**config.mk**
```make
export PLATFORM = sky130hd
export DESIGN_NAME = ccs_sequencer
export DESIGN_NICKNAME = d
export VERILOG_FILES = /design/src/shared/ccs_pkg.sv /design/src/verilog/ccs_opcode_rom.sv /design/src/verilog/ccs_sequencer.sv
export SDC_FILE = /design/constraint.sdc
export NUM_CORES = 1
export LEC_CHECK = 0
export BUFFER_PORTS_ARGS = -buffer_cell sky130_fd_sc_hd__buf_2
export CORE_ASPECT_RATIO = 1.75
export CORE_MARGIN = 2
export CORE_UTILIZATION = 28
export CTS_CLUSTER_DIAMETER = 120
export CTS_CLUSTER_SIZE = 10
export DETAILED_ROUTE_END_ITERATION = 10
export PLACE_DENSITY_LB_ADDON = 0.25
export SETUP_SLACK_MARGIN = 0.02
export SLEW_MARGIN = 30
export SYNTH_ARGS = -nofsm -noshare
export SYNTH_HDL_FRONTEND = slang
export SYNTH_SLANG_ARGS = --single-unit
```
**constraint.sdc**
```tcl
create_clock -name core_clk -period 2.5 [get_ports core_clk]
set_clock_uncertainty 0.2 [all_clocks]
set_input_delay 0.125 -clock core_clk [delete_from_list [all_inputs] [get_ports core_clk]]
set_output_delay 0.125 -clock core_clk [all_outputs]
set_load 0.02 [all_outputs]
```
**src/shared/ccs_pkg.sv**
```systemverilog
// Constants and types for the cycle sequencer, four of them unused there; its opcode table uses none of them.
// Assumes one core clock; each oscillator period is one core clock edge.
//
// Contract
// - Six states, first through sixth, repeat for every machine cycle.
// - Each state lasts two oscillator periods; twelve per machine cycle.
// - Every state splits into phase one and phase two halves.
// - Two program fetches every machine cycle, needed or not, except the second cycle of an external data move.
// - Surplus fetched byte discarded; program counter stays unchanged.
// - One-cycle opcode loads into instruction register during state one.
// - Second program fetch happens during state four.
// - One-cycle instruction completes at end of state six.
// - External data move takes two cycles; no fetch in second.
// - Only the second external data move cycle skips fetches.
// - Same sequence and timing for internal or external program memory.
// - External program memory: read strobe pulses twice per fetching cycle.
// - External data access omits two read strobe pulses.
// - Data bus cycle lasts twice a program bus cycle.
// - Compare-jump and decrement-jump direct forms: three bytes, 24 clocks.
// - Writing one to power control bit zero enters idle after instruction.
// - Idle stops processor clock; peripherals keep running.
// - Idle holds all processor registers and port pin states.
// - Enabled interrupt in idle clears idle bit and resumes.
// - Reset in idle loads program counter zero and resets registers.
// - External data moves of every form take 24 clocks.
package ccs_pkg;

  localparam int CLK_MHZ = 20;
  localparam logic [3:0] OSC_PER_MC = 4'hC;
  localparam logic [2:0] STATE_COUNT = 3'h6;
  localparam logic [4:0] RESET_HOLD_CLKS = 5'h18;
  localparam logic [15:0] PC_RESET = 16'h0000;
  localparam logic [7:0] IR_RESET = 8'h00;
  localparam logic [7:0] PWR_RESET = 8'h00;
  localparam int PWR_IDLE_BIT = 0;
  localparam logic [1:0] RST_SAMPLE_MC = 2'h2;

  typedef enum logic [2:0] {
    CCS_S1 = 3'b000,
    CCS_S2 = 3'b001,
    CCS_S3 = 3'b010,
    CCS_S4 = 3'b011,
    CCS_S5 = 3'b100,
    CCS_S6 = 3'b101
  } ccs_state_e;

endpackage

```
**src/verilog/ccs_opcode_rom.sv**
```systemverilog
// Opcode attribute table: byte length, machine cycles, data move flag.
// Assumes an opcode presented each clock; result registered one edge later.
`timescale 1ns/1ps
module ccs_opcode_rom (
  input wire logic core_clk,
  input wire logic rst,
  input wire logic [7:0] opcode,
  output logic [1:0] byteLen,
  output logic twoCycle,
  output logic isDataMove
);

  logic [1:0] lenNext;
  logic twoNext;
  logic moveNext;

  always_comb begin
    lenNext = 2'h1;
    twoNext = 1'b0;
    moveNext = 1'b0;
    // Low five bits 0x01/0x11 select the absolute jump and call groups.
    if (opcode[3:0] == 4'h1) begin
      lenNext = 2'h2;
      twoNext = 1'b1;
    end else if (opcode[7:4] == 4'hB && opcode[3:2] != 2'b00) begin
      lenNext = 2'h3;
      twoNext = 1'b1;
    end else if (opcode[7:3] == 5'b11011) begin
      lenNext = 2'h2;
      twoNext = 1'b1;
    end else begin
      case (opcode)
        8'hE0, 8'hE2, 8'hE3, 8'hF0, 8'hF2, 8'hF3: begin
          twoNext = 1'b1;
          moveNext = 1'b1;
        end
        8'hC5, 8'h82, 8'hB0, 8'h72, 8'hA0, 8'h92, 8'h80, 8'h60, 8'h70,
        8'h40, 8'h50: begin
          lenNext = 2'h2;
          twoNext = 1'b1;
        end
        8'hC2, 8'hD2, 8'hB2, 8'hA2: begin
          lenNext = 2'h2;
        end
        8'h12, 8'h02, 8'h20, 8'h30, 8'h10, 8'hB4, 8'hB5, 8'hD5: begin
          lenNext = 2'h3;
          twoNext = 1'b1;
        end
        8'h22, 8'h32, 8'h73, 8'h93, 8'h83: begin
          twoNext = 1'b1;
        end
        default: begin
          lenNext = 2'h1;
        end
      endcase
    end
  end

  always_ff @(posedge core_clk or posedge rst) begin
    if (rst) begin
      byteLen <= 2'h1;
      twoCycle <= 1'b0;
      isDataMove <= 1'b0;
    end else begin
      byteLen <= lenNext;
      twoCycle <= twoNext;
      isDataMove <= moveNext;
    end
  end

endmodule

```
**src/verilog/ccs_sequencer.sv**
```systemverilog
// Machine cycle sequencer: six states of two phases, two fetches per cycle except the second cycle of a data move.
// Assumes synchronous inputs; code bytes arrive on codeData during fetch.
`timescale 1ns/1ps
module ccs_sequencer (
  input wire logic core_clk,
  input wire logic rst,
  input wire logic resetPin,
  input wire logic [7:0] codeData,
  input wire logic externalProgram,
  input wire logic powerWrite,
  input wire logic [7:0] powerWriteData,
  input wire logic intPending,
  output logic [15:0] programCounter,
  output logic [7:0] instructionReg,
  output logic [2:0] stateNum,
  output logic phaseTwo,
  output logic fetchStrobe,
  output logic program_read_strobe_n,
  output logic dataBusCycle,
  output logic instrDone,
  output logic cpuClockEnable,
  output logic idleMode,
  output logic [7:0] power_control_register,
  output logic intService
);

  ccs_pkg::ccs_state_e stateReg;
  ccs_pkg::ccs_state_e stateNext;
  logic phaseReg;
  logic secondCycle_reg;
  logic [1:0] bytesLeft_reg;
  logic [1:0] romLen;
  logic romTwo;
  logic romMove;
  logic romTwoHeld;
  logic romMoveHeld;
  logic moveCycle;
  logic fetchS1;
  logic fetchS4;
  logic opcodeFetch;
  logic cycleStart;
  logic endOfCycle;
  logic [4:0] rstCount_reg;
  logic [4:0] rstCount_next;
  logic internalReset;
  logic strobeNext;
  logic dataNext;
  logic idleReg;
  logic idlePend_reg;
  logic powerLoad;
  logic idleEnter;
  logic idleWake;

  // Schedule of one machine cycle, two clocks per state:
  //   S1P1  opcode or operand fetch; the strobe goes low on the next edge.
  //   S1P2  attributes of a new opcode are captured from the table.
  //   S2 and S3 carry no fetch.
  //   S4P1  second fetch; kept only if the instruction wants the byte.
  //   S5 carries no fetch.
  //   S6P2  end of cycle; a finished instruction raises instrDone.
  // The second cycle of an external data move has no fetch at all, so
  // the shared bus is free for the data transfer.

  // The pin must stay high for the whole hold window before the core is
  // reset; a short glitch on the pin restarts the count from zero.
  always_comb begin
    rstCount_next = rstCount_reg;
    if (!resetPin) begin
      rstCount_next = 5'h00;
    end else if (rstCount_reg != ccs_pkg::RESET_HOLD_CLKS) begin
      rstCount_next = rstCount_reg + 5'h01;
    end
  end

  always_ff @(posedge core_clk or posedge rst) begin
    if (rst) begin
      rstCount_reg <= 5'h00;
    end else begin
      rstCount_reg <= rstCount_next;
    end
  end

  // The count saturates, so the reset stays applied while the pin is high
  // and execution restarts from address zero once the pin falls.
  assign internalReset =
    (rstCount_reg == ccs_pkg::RESET_HOLD_CLKS);

  // The table registers its result, so attributes lag the bus by a clock.
  ccs_opcode_rom u_rom (
    .core_clk(core_clk),
    .rst(rst),
    .opcode(codeData),
    .byteLen(romLen),
    .twoCycle(romTwo),
    .isDataMove(romMove)
  );

  // Only the processor side stops in idle; the peripheral blocks of the
  // device keep their own clock and are not modelled here.
  assign cpuClockEnable = !idleReg;
  assign idleMode = idleReg;

  // The sixth state and any stray code both lead back to the first state.
  always_comb begin
    stateNext = ccs_pkg::CCS_S1;
    case (stateReg)
      ccs_pkg::CCS_S1: begin
        stateNext = ccs_pkg::CCS_S2;
      end
      ccs_pkg::CCS_S2: begin
        stateNext = ccs_pkg::CCS_S3;
      end
      ccs_pkg::CCS_S3: begin
        stateNext = ccs_pkg::CCS_S4;
      end
      ccs_pkg::CCS_S4: begin
        stateNext = ccs_pkg::CCS_S5;
      end
      ccs_pkg::CCS_S5: begin
        stateNext = ccs_pkg::CCS_S6;
      end
      default: begin
        stateNext = ccs_pkg::CCS_S1;
      end
    endcase
  end

  // Phase flips on every running clock; a frozen core keeps its phase.
  always_ff @(posedge core_clk or posedge rst) begin
    if (rst) begin
      phaseReg <= 1'b0;
    end else if (internalReset) begin
      phaseReg <= 1'b0;
    end else if (!idleReg) begin
      phaseReg <= !phaseReg;
    end
  end

  // State advances on phase two only, so a state spans two clocks.
  always_ff @(posedge core_clk or posedge rst) begin
    if (rst) begin
      stateReg <= ccs_pkg::CCS_S1;
    end else if (internalReset) begin
      stateReg <= ccs_pkg::CCS_S1;
    end else if (!idleReg && phaseReg) begin
      stateReg <= stateNext;
    end
  end

  assign stateNum = stateReg;
  assign phaseTwo = phaseReg;
  assign endOfCycle = !idleReg && phaseReg &&
    (stateReg == ccs_pkg::CCS_S6);

  // Fetch points: state one and state four, phase one, unless this is the
  // second cycle of an external data move or the core is idle or held in reset.
  // Timing never depends on whether the code came from inside or outside.
  assign moveCycle = secondCycle_reg && romMoveHeld;
  always_comb begin
    fetchS1 = 1'b0;
    fetchS4 = 1'b0;
    if (!idleReg && !internalReset && !phaseReg && !moveCycle) begin
      case (stateReg)
        ccs_pkg::CCS_S1: begin
          fetchS1 = 1'b1;
        end
        ccs_pkg::CCS_S2: begin
          fetchS1 = 1'b0;
        end
        ccs_pkg::CCS_S3: begin
          fetchS1 = 1'b0;
        end
        ccs_pkg::CCS_S4: begin
          fetchS4 = 1'b1;
        end
        ccs_pkg::CCS_S5: begin
          fetchS4 = 1'b0;
        end
        default: begin
          fetchS4 = 1'b0;
        end
      endcase
    end
  end
  assign fetchStrobe = fetchS1 || fetchS4;
  assign opcodeFetch = fetchS1 && !secondCycle_reg;

  // Strobe is low for one clock per fetch on external code; the data
  // move cycle drops both pulses to free the shared bus.
  assign strobeNext = !(externalProgram && fetchStrobe);
  always_ff @(posedge core_clk or posedge rst) begin
    if (rst) begin
      program_read_strobe_n <= 1'b1;
    end else begin
      program_read_strobe_n <= strobeNext;
    end
  end

  // The data cycle holds the bus across all six states of the second
  // cycle, twice the three-state span of a program fetch.
  assign dataNext = moveCycle && !idleReg && !internalReset;
  always_ff @(posedge core_clk or posedge rst) begin
    if (rst) begin
      dataBusCycle <= 1'b0;
    end else begin
      dataBusCycle <= dataNext;
    end
  end

  // Attributes of a new opcode are settled one clock after its fetch,
  // so a first cycle captures them at S1P2.
  assign cycleStart = !idleReg && phaseReg &&
    (stateReg == ccs_pkg::CCS_S1) && !secondCycle_reg;

  // Only the first fetch of a first cycle carries an opcode; the first
  // fetch of a second cycle is an operand byte.
  always_ff @(posedge core_clk or posedge rst) begin
    if (rst) begin
      instructionReg <= ccs_pkg::IR_RESET;
    end else if (internalReset) begin
      instructionReg <= ccs_pkg::IR_RESET;
    end else if (opcodeFetch) begin
      instructionReg <= codeData;
    end
  end

  // The counter moves only for bytes the instruction consumes; the
  // surplus fetch of a short instruction leaves it where it is.
  always_ff @(posedge core_clk or posedge rst) begin
    if (rst) begin
      programCounter <= ccs_pkg::PC_RESET;
    end else if (internalReset) begin
      programCounter <= ccs_pkg::PC_RESET;
    end else if (opcodeFetch) begin
      programCounter <= programCounter + 16'h0001;
    end else if (fetchStrobe && bytesLeft_reg != 2'h0) begin
      programCounter <= programCounter + 16'h0001;
    end
  end

  // Operand bytes still owed by the current instruction; fetches beyond
  // them are ignored.
  always_ff @(posedge core_clk or posedge rst) begin
    if (rst) begin
      bytesLeft_reg <= 2'h0;
    end else if (internalReset) begin
      bytesLeft_reg <= 2'h0;
    end else if (cycleStart) begin
      bytesLeft_reg <= romLen - 2'h1;
    end else if (fetchStrobe && !opcodeFetch &&
        bytesLeft_reg != 2'h0) begin
      bytesLeft_reg <= bytesLeft_reg - 2'h1;
    end
  end

  // Opcode attributes are held for the whole instruction, because the
  // table output follows whatever byte is on the bus.
  always_ff @(posedge core_clk or posedge rst) begin
    if (rst) begin
      romTwoHeld <= 1'b0;
      romMoveHeld <= 1'b0;
    end else if (internalReset) begin
      romTwoHeld <= 1'b0;
      romMoveHeld <= 1'b0;
    end else if (cycleStart) begin
      romTwoHeld <= romTwo;
      romMoveHeld <= romMove;
    end
  end

  // A two-cycle opcode marks its second machine cycle at the S6P2 edge.
  always_ff @(posedge core_clk or posedge rst) begin
    if (rst) begin
      secondCycle_reg <= 1'b0;
    end else if (internalReset) begin
      secondCycle_reg <= 1'b0;
    end else if (endOfCycle) begin
      secondCycle_reg <= !secondCycle_reg && romTwoHeld;
    end
  end

  assign instrDone = endOfCycle && (secondCycle_reg || !romTwoHeld);

  // Power control and idle: entry waits for the end of the writing
  // instruction, so that instruction still completes first.
  assign powerLoad = powerWrite && !idleReg;
  assign idleEnter = idlePend_reg && instrDone;
  assign idleWake = idleReg && intPending;

  // Writes are refused while idle, so a wake never meets a write.
  always_ff @(posedge core_clk or posedge rst) begin
    if (rst) begin
      power_control_register <= ccs_pkg::PWR_RESET;
    end else if (internalReset) begin
      power_control_register <= ccs_pkg::PWR_RESET;
    end else if (idleWake) begin
      power_control_register[ccs_pkg::PWR_IDLE_BIT] <= 1'b0;
    end else if (powerLoad) begin
      power_control_register <= powerWriteData;
    end
  end

  // A new write wins over the entry that clears the pending request.
  always_ff @(posedge core_clk or posedge rst) begin
    if (rst) begin
      idlePend_reg <= 1'b0;
    end else if (internalReset) begin
      idlePend_reg <= 1'b0;
    end else if (powerLoad) begin
      idlePend_reg <= powerWriteData[ccs_pkg::PWR_IDLE_BIT];
    end else if (idleEnter) begin
      idlePend_reg <= 1'b0;
    end
  end

  // The core freezes at S1P1 of the next cycle, so it resumes with a
  // fresh opcode fetch after a wake.
  always_ff @(posedge core_clk or posedge rst) begin
    if (rst) begin
      idleReg <= 1'b0;
    end else if (internalReset) begin
      idleReg <= 1'b0;
    end else if (idleWake) begin
      idleReg <= 1'b0;
    end else if (idleEnter) begin
      idleReg <= 1'b1;
    end
  end

  // One pulse marks the hand-over to the service routine on a wake.
  always_ff @(posedge core_clk or posedge rst) begin
    if (rst) begin
      intService <= 1'b0;
    end else if (internalReset) begin
      intService <= 1'b0;
    end else begin
      intService <= idleWake;
    end
  end

endmodule
```
==> flow_results.xml <==
<?xml version="1.0" encoding="UTF-8"?>
<metrics>
  <group name="status">
    <metric name="run_status" unit="">finished, final reports clean</metric>
  </group>
  <group name="timing">
    <metric name="worstMarginPinSlew" unit="ns">0.5464</metric>
    <metric name="grt_setup_unrepaired" unit="">false</metric>
    <metric name="timing.fmax" unit="GHz">0.4444</metric>
    <metric name="setup_violations" unit="">0</metric>
    <metric name="finalSetupTns" unit="ns">0</metric>
    <metric name="slew_viol_final" unit="">0</metric>
    <metric name="layout_min_cycle_time" unit="ns">2.250</metric>
    <metric name="max_slew_margin" unit="">0.6352</metric>
    <metric name="final-hold-violation-count" unit="">0</metric>
    <metric name="final_cycle_share" unit="">0.9001</metric>
  </group>
  <group name="clock_tree">
    <metric name="clock_sinks" unit="">55</metric>
    <metric name="htree_num_levels" unit="">2</metric>
    <metric name="post-cts-setup-buffers" unit="">0</metric>
    <metric name="clkSlewWorstSetupHoldPaths" unit="ns">0.07</metric>
    <metric name="cts_buffers" unit="">5</metric>
    <metric name="cts_tree" unit="">done</metric>
    <metric name="cts-root-to-sink-buffers" unit="">2</metric>
    <metric name="worst_skew_pair.late_latency" unit="ns">0.29</metric>
    <metric name="clk_root_buffer_cell" unit="">sky130_fd_sc_hd__clkbuf_16</metric>
  </group>
  <group name="flow_run">
    <metric name="max-cap-violations" unit="">0</metric>
  </group>
  <group name="die">
    <metric name="floorplan.initialDensity" unit="">0.2861</metric>
    <metric name="floorplan.die.height" unit="um">136.7</metric>
    <metric name="top_level_ports" unit="">65</metric>
    <metric name="chipWidth" unit="um">79.83</metric>
    <metric name="die-area" unit="mm2">0.01091</metric>
    <metric name="placement_rows" unit="">48</metric>
    <metric name="core_region_area" unit="mm2">0.009849</metric>
  </group>
  <group name="synthesis">
    <metric name="synthesis.nets" unit="">335</metric>
    <metric name="compound_cell_area_share_of_the_yosys_netlist" unit="">0.1470</metric>
    <metric name="muxShareOfSynthArea" unit="">0.01465</metric>
    <metric name="yosysUniqueCellTypes" unit="">52</metric>
    <metric name="post_synth_and_or_nand_nor_area_fraction" unit="">0.2398</metric>
    <metric name="synth_enable_flop_cells" unit="">0</metric>
    <metric name="yosysSeqAreaShare" unit="">0.4893</metric>
    <metric name="yosysWarnings" unit="">0</metric>
    <metric name="syn-cell-area" unit="mm2">0.002818</metric>
    <metric name="mapped_avg_cell_area" unit="um2">9.089</metric>
    <metric name="postSynth.topFlopCell" unit="">sky130_fd_sc_hd__dfrtp_1</metric>
    <metric name="synth.ff_latch_count" unit="">55</metric>
    <metric name="synth-adder-area-share" unit="">0.01332</metric>
    <metric name="synthXorXnorAreaFrac" unit="">0.05595</metric>
    <metric name="synth_top_family_by_area" unit="">simple AND/OR/NAND/NOR gates</metric>
    <metric name="postSynthCellCount" unit="">310</metric>
    <metric name="fraction_of_registers_with_async_set_reset" unit="">1.000</metric>
  </group>
  <group name="finish">
    <metric name="max_reg_flops" unit="">16</metric>
    <metric name="most_frequent_cells_in_the_layout" unit="">sky130_fd_sc_hd__buf_2 (64), sky130_fd_sc_hd__nand2_1 (53), sky130_fd_sc_hd__dfrtp_1 (53)</metric>
    <metric name="num-fill-cells" unit="">1056</metric>
    <metric name="antenna_cells" unit="">0</metric>
    <metric name="multi_input_area" unit="mm2">0.001326</metric>
    <metric name="biggestRegsByFlops" unit="">programCounter (16), instructionReg (8), power_control_register (8)</metric>
    <metric name="final_cell_count_no_fill" unit="">518</metric>
    <metric name="seqCellArea" unit="mm2">0.001379</metric>
    <metric name="share_of_final_layout_standard_cells_stronger_than_drive_strength_1" unit="">0.2341</metric>
    <metric name="mostFrequentLayoutCell" unit="">sky130_fd_sc_hd__buf_2</metric>
    <metric name="top_register" unit="">programCounter</metric>
    <metric name="nNetsFinal" unit="">418</metric>
    <metric name="area_growth" unit="%">29.88</metric>
  </group>
  <group name="place">
    <metric name="numPortBuffers" unit="">64</metric>
    <metric name="place.gp.congestion" unit="">0.8548</metric>
    <metric name="placed_insts" unit="">489</metric>
    <metric name="detailedPlacementHpwl" unit="mm">5.487</metric>
  </group>
  <group name="critical_path">
    <metric name="start_kind" unit="">flop</metric>
    <metric name="endpoint_kind" unit="">flop</metric>
    <metric name="r2r_start" unit="">rstCount_reg[0]</metric>
    <metric name="worst_ep_required_time" unit="ns">2.48</metric>
    <metric name="worstReg2RegEnd" unit="">power_control_register[0]</metric>
    <metric name="r2r.worst_path.cells" unit="">6</metric>
    <metric name="worst-path-max-fanout" unit="">33</metric>
    <metric name="worst-endpoint-arrival" unit="ns">2.23</metric>
    <metric name="critPathKind" unit="">flop to flop</metric>
    <metric name="r2r_setup_slack" unit="ns">0.25</metric>
  </group>
  <group name="global_route">
    <metric name="grt_max_degree" unit="">34</metric>
    <metric name="grt_pass1_wl" unit="mm">12.29</metric>
    <metric name="number_of_global_route_vias_before_repair" unit="">2494</metric>
    <metric name="grt_usage" unit="">0.1416</metric>
    <metric name="grt_overflow_total" unit="">0</metric>
    <metric name="antenna_found_initial" unit="">0</metric>
  </group>
  <group name="power">
    <metric name="pwr_density_cell" unit="mW/mm2">954.7</metric>
    <metric name="power.static_leakage" unit="nW">1.712</metric>
    <metric name="ir_worst_vdd" unit="mV">0.4379</metric>
  </group>
  <group name="detailed_routing">
    <metric name="detail_route.first_pass.iterations" unit="">4</metric>
    <metric name="detail_route.iter0.violations" unit="">138</metric>
    <metric name="route.detailed.drc" unit="">0</metric>
    <metric name="final_routed_wire_length_divided_by_cell_count" unit="um">14.13</metric>
    <metric name="vias" unit="">2547</metric>
    <metric name="antenna_left" unit="">0</metric>
    <metric name="avgViaCountPerCell" unit="">4.917</metric>
    <metric name="postRouteWirelength" unit="mm">7.320</metric>
  </group>
  <group name="worst_hold_path">
    <metric name="endpoint_worst_hold" unit="">power_control_register[2]</metric>
    <metric name="hp-start" unit="">powerWrite</metric>
    <metric name="min_path_type" unit="">input pin to flop</metric>
    <metric name="hold_path_depth" unit="">4</metric>
  </group>
</metrics>
[Yosys cell counts, types with 2 or more instances]
library cell | number | area share
sky130_fd_sc_hd__nor3b_1 | 2 | 0.0053
sky130_fd_sc_hd__o21ai_0 | 12 | 0.021
sky130_fd_sc_hd__nor3_1 | 7 | 0.012
sky130_fd_sc_hd__nand2_1 | 53 | 0.071
sky130_fd_sc_hd__ha_1 | 3 | 0.013
sky130_fd_sc_hd__buf_6 | 2 | 0.0080
sky130_fd_sc_hd__nor4_1 | 2 | 0.0044
sky130_fd_sc_hd__a21oi_1 | 28 | 0.050
sky130_fd_sc_hd__a211oi_1 | 5 | 0.013
sky130_fd_sc_hd__o21ai_2 | 2 | 0.0062
sky130_fd_sc_hd__xnor2_1 | 12 | 0.037
sky130_fd_sc_hd__nand3_1 | 17 | 0.030
sky130_fd_sc_hd__nand4b_1 | 3 | 0.0093
sky130_fd_sc_hd__clkbuf_1 | 10 | 0.013
sky130_fd_sc_hd__buf_2 | 3 | 0.0053
sky130_fd_sc_hd__dfstp_2 | 2 | 0.019
sky130_fd_sc_hd__mux2i_1 | 3 | 0.011
sky130_fd_sc_hd__nor2_1 | 28 | 0.037
sky130_fd_sc_hd__and2_1 | 2 | 0.0044
sky130_fd_sc_hd__o211ai_1 | 3 | 0.0080
sky130_fd_sc_hd__inv_1 | 5 | 0.0067
sky130_fd_sc_hd__or3_1 | 3 | 0.0067
sky130_fd_sc_hd__and3_1 | 4 | 0.0089
sky130_fd_sc_hd__nor2b_1 | 7 | 0.016
sky130_fd_sc_hd__xor2_1 | 6 | 0.019
sky130_fd_sc_hd__o211a_1 | 2 | 0.0071
sky130_fd_sc_hd__and4b_1 | 2 | 0.0071
sky130_fd_sc_hd__nand4_1 | 2 | 0.0044
sky130_fd_sc_hd__or2_2 | 2 | 0.0044
sky130_fd_sc_hd__buf_1 | 3 | 0.0040
sky130_fd_sc_hd__dfrtp_1 | 53 | 0.47
sky130_fd_sc_hd__a31oi_1 | 2 | 0.0044
[repair_timing]
item | 4_1_cts | 5_1_grt
endpoints found under the hold margin | 49 | 0
hold buffers | 22 | 0
resized for setup | 0 | 0
[where the power goes]
part	internal [mW]	total (mW)	switching [mW]
registers	1.11	1.33	0.218
logic	0.547	1.39	0.842
clock network	0.468	0.778	0.309
[cells by family after synthesis]
logic type	count (synthesis)
multiplexers	4
flip-flops	55
buffers and inverters	24
AO/OA/AOI/OAI	66
AND/OR/NAND/NOR	140
XOR/XNOR	18
adder cells (fa/ha/maj)	3
[layer usage]
layer	track usage	vias to the layer above	part of all wire
met5	0	-	0
li1	-	1236	-
met2	0.2652	63	0.55
met1	0.1591	1238	0.40
met4	0.04614	0	0.017
met3	0.02507	10	0.041
[worst max-delay path by stage]
stage | from | cells after the start | slack, ns | to
after global placement | stateNum[0] | 5 | 0.37 | programCounter[6]
after global routing | rstCount_reg[0] | 6 | 0.09 | power_control_register[0]
final | rstCount_reg[0] | 6 | 0.25 | power_control_register[0]
after CTS | rstCount_reg[0] | 6 | 0.23 | power_control_register[0]
after detailed placement | stateNum[0] | 5 | 0.32 | programCounter[6]
after floorplan | stateNum[1] | 6 | 0.37 | programCounter[10]
[metrics by stage]
| step | power [mW] | hold slack, ns | setup slack, ns | util | area [um2] |
|---|---|---|---|---|---|
| after floorplan | 2.299 | -0.03569 | 0.3663 | - | 2818 |
| after global placement | 2.691 | 0.01412 | 0.3697 | 0.3331 | 3281 |
| after detailed placement | 2.721 | 0.01269 | 0.3203 | 0.3331 | 3281 |
| after CTS | 3.544 | 0.1438 | 0.2274 | 0.3716 | 3660 |
| after global routing | 3.752 | 0.1875 | 0.09009 | 0.3716 | 3660 |
| final | 3.494 | 0.1432 | 0.2498 | 0.3716 | 3660 |
[area by class of cell]
type | count | area share
Sequential cell | 55 | 0.3768
Tap cell | 125 | 0.04274
Timing Repair Buffer | 95 | 0.1696
Multi-Input combinational cell | 231 | 0.3624
Inverter | 5 | 0.005128
Clock inverter | 1 | 0.008205
Clock buffer | 6 | 0.03521
[critical path, cell delays in order (launching register included)]
cell	delay (ns)
sky130_fd_sc_hd__dfrtp_1	0.41
sky130_fd_sc_hd__inv_1	0.09
sky130_fd_sc_hd__ha_1	0.16
sky130_fd_sc_hd__and4b_1	0.26
sky130_fd_sc_hd__buf_4	0.36
sky130_fd_sc_hd__a221oi_1	0.09
sky130_fd_sc_hd__dlygate4sd3_1	0.57
No activity file was read; power rests on OpenSTA's default activity.
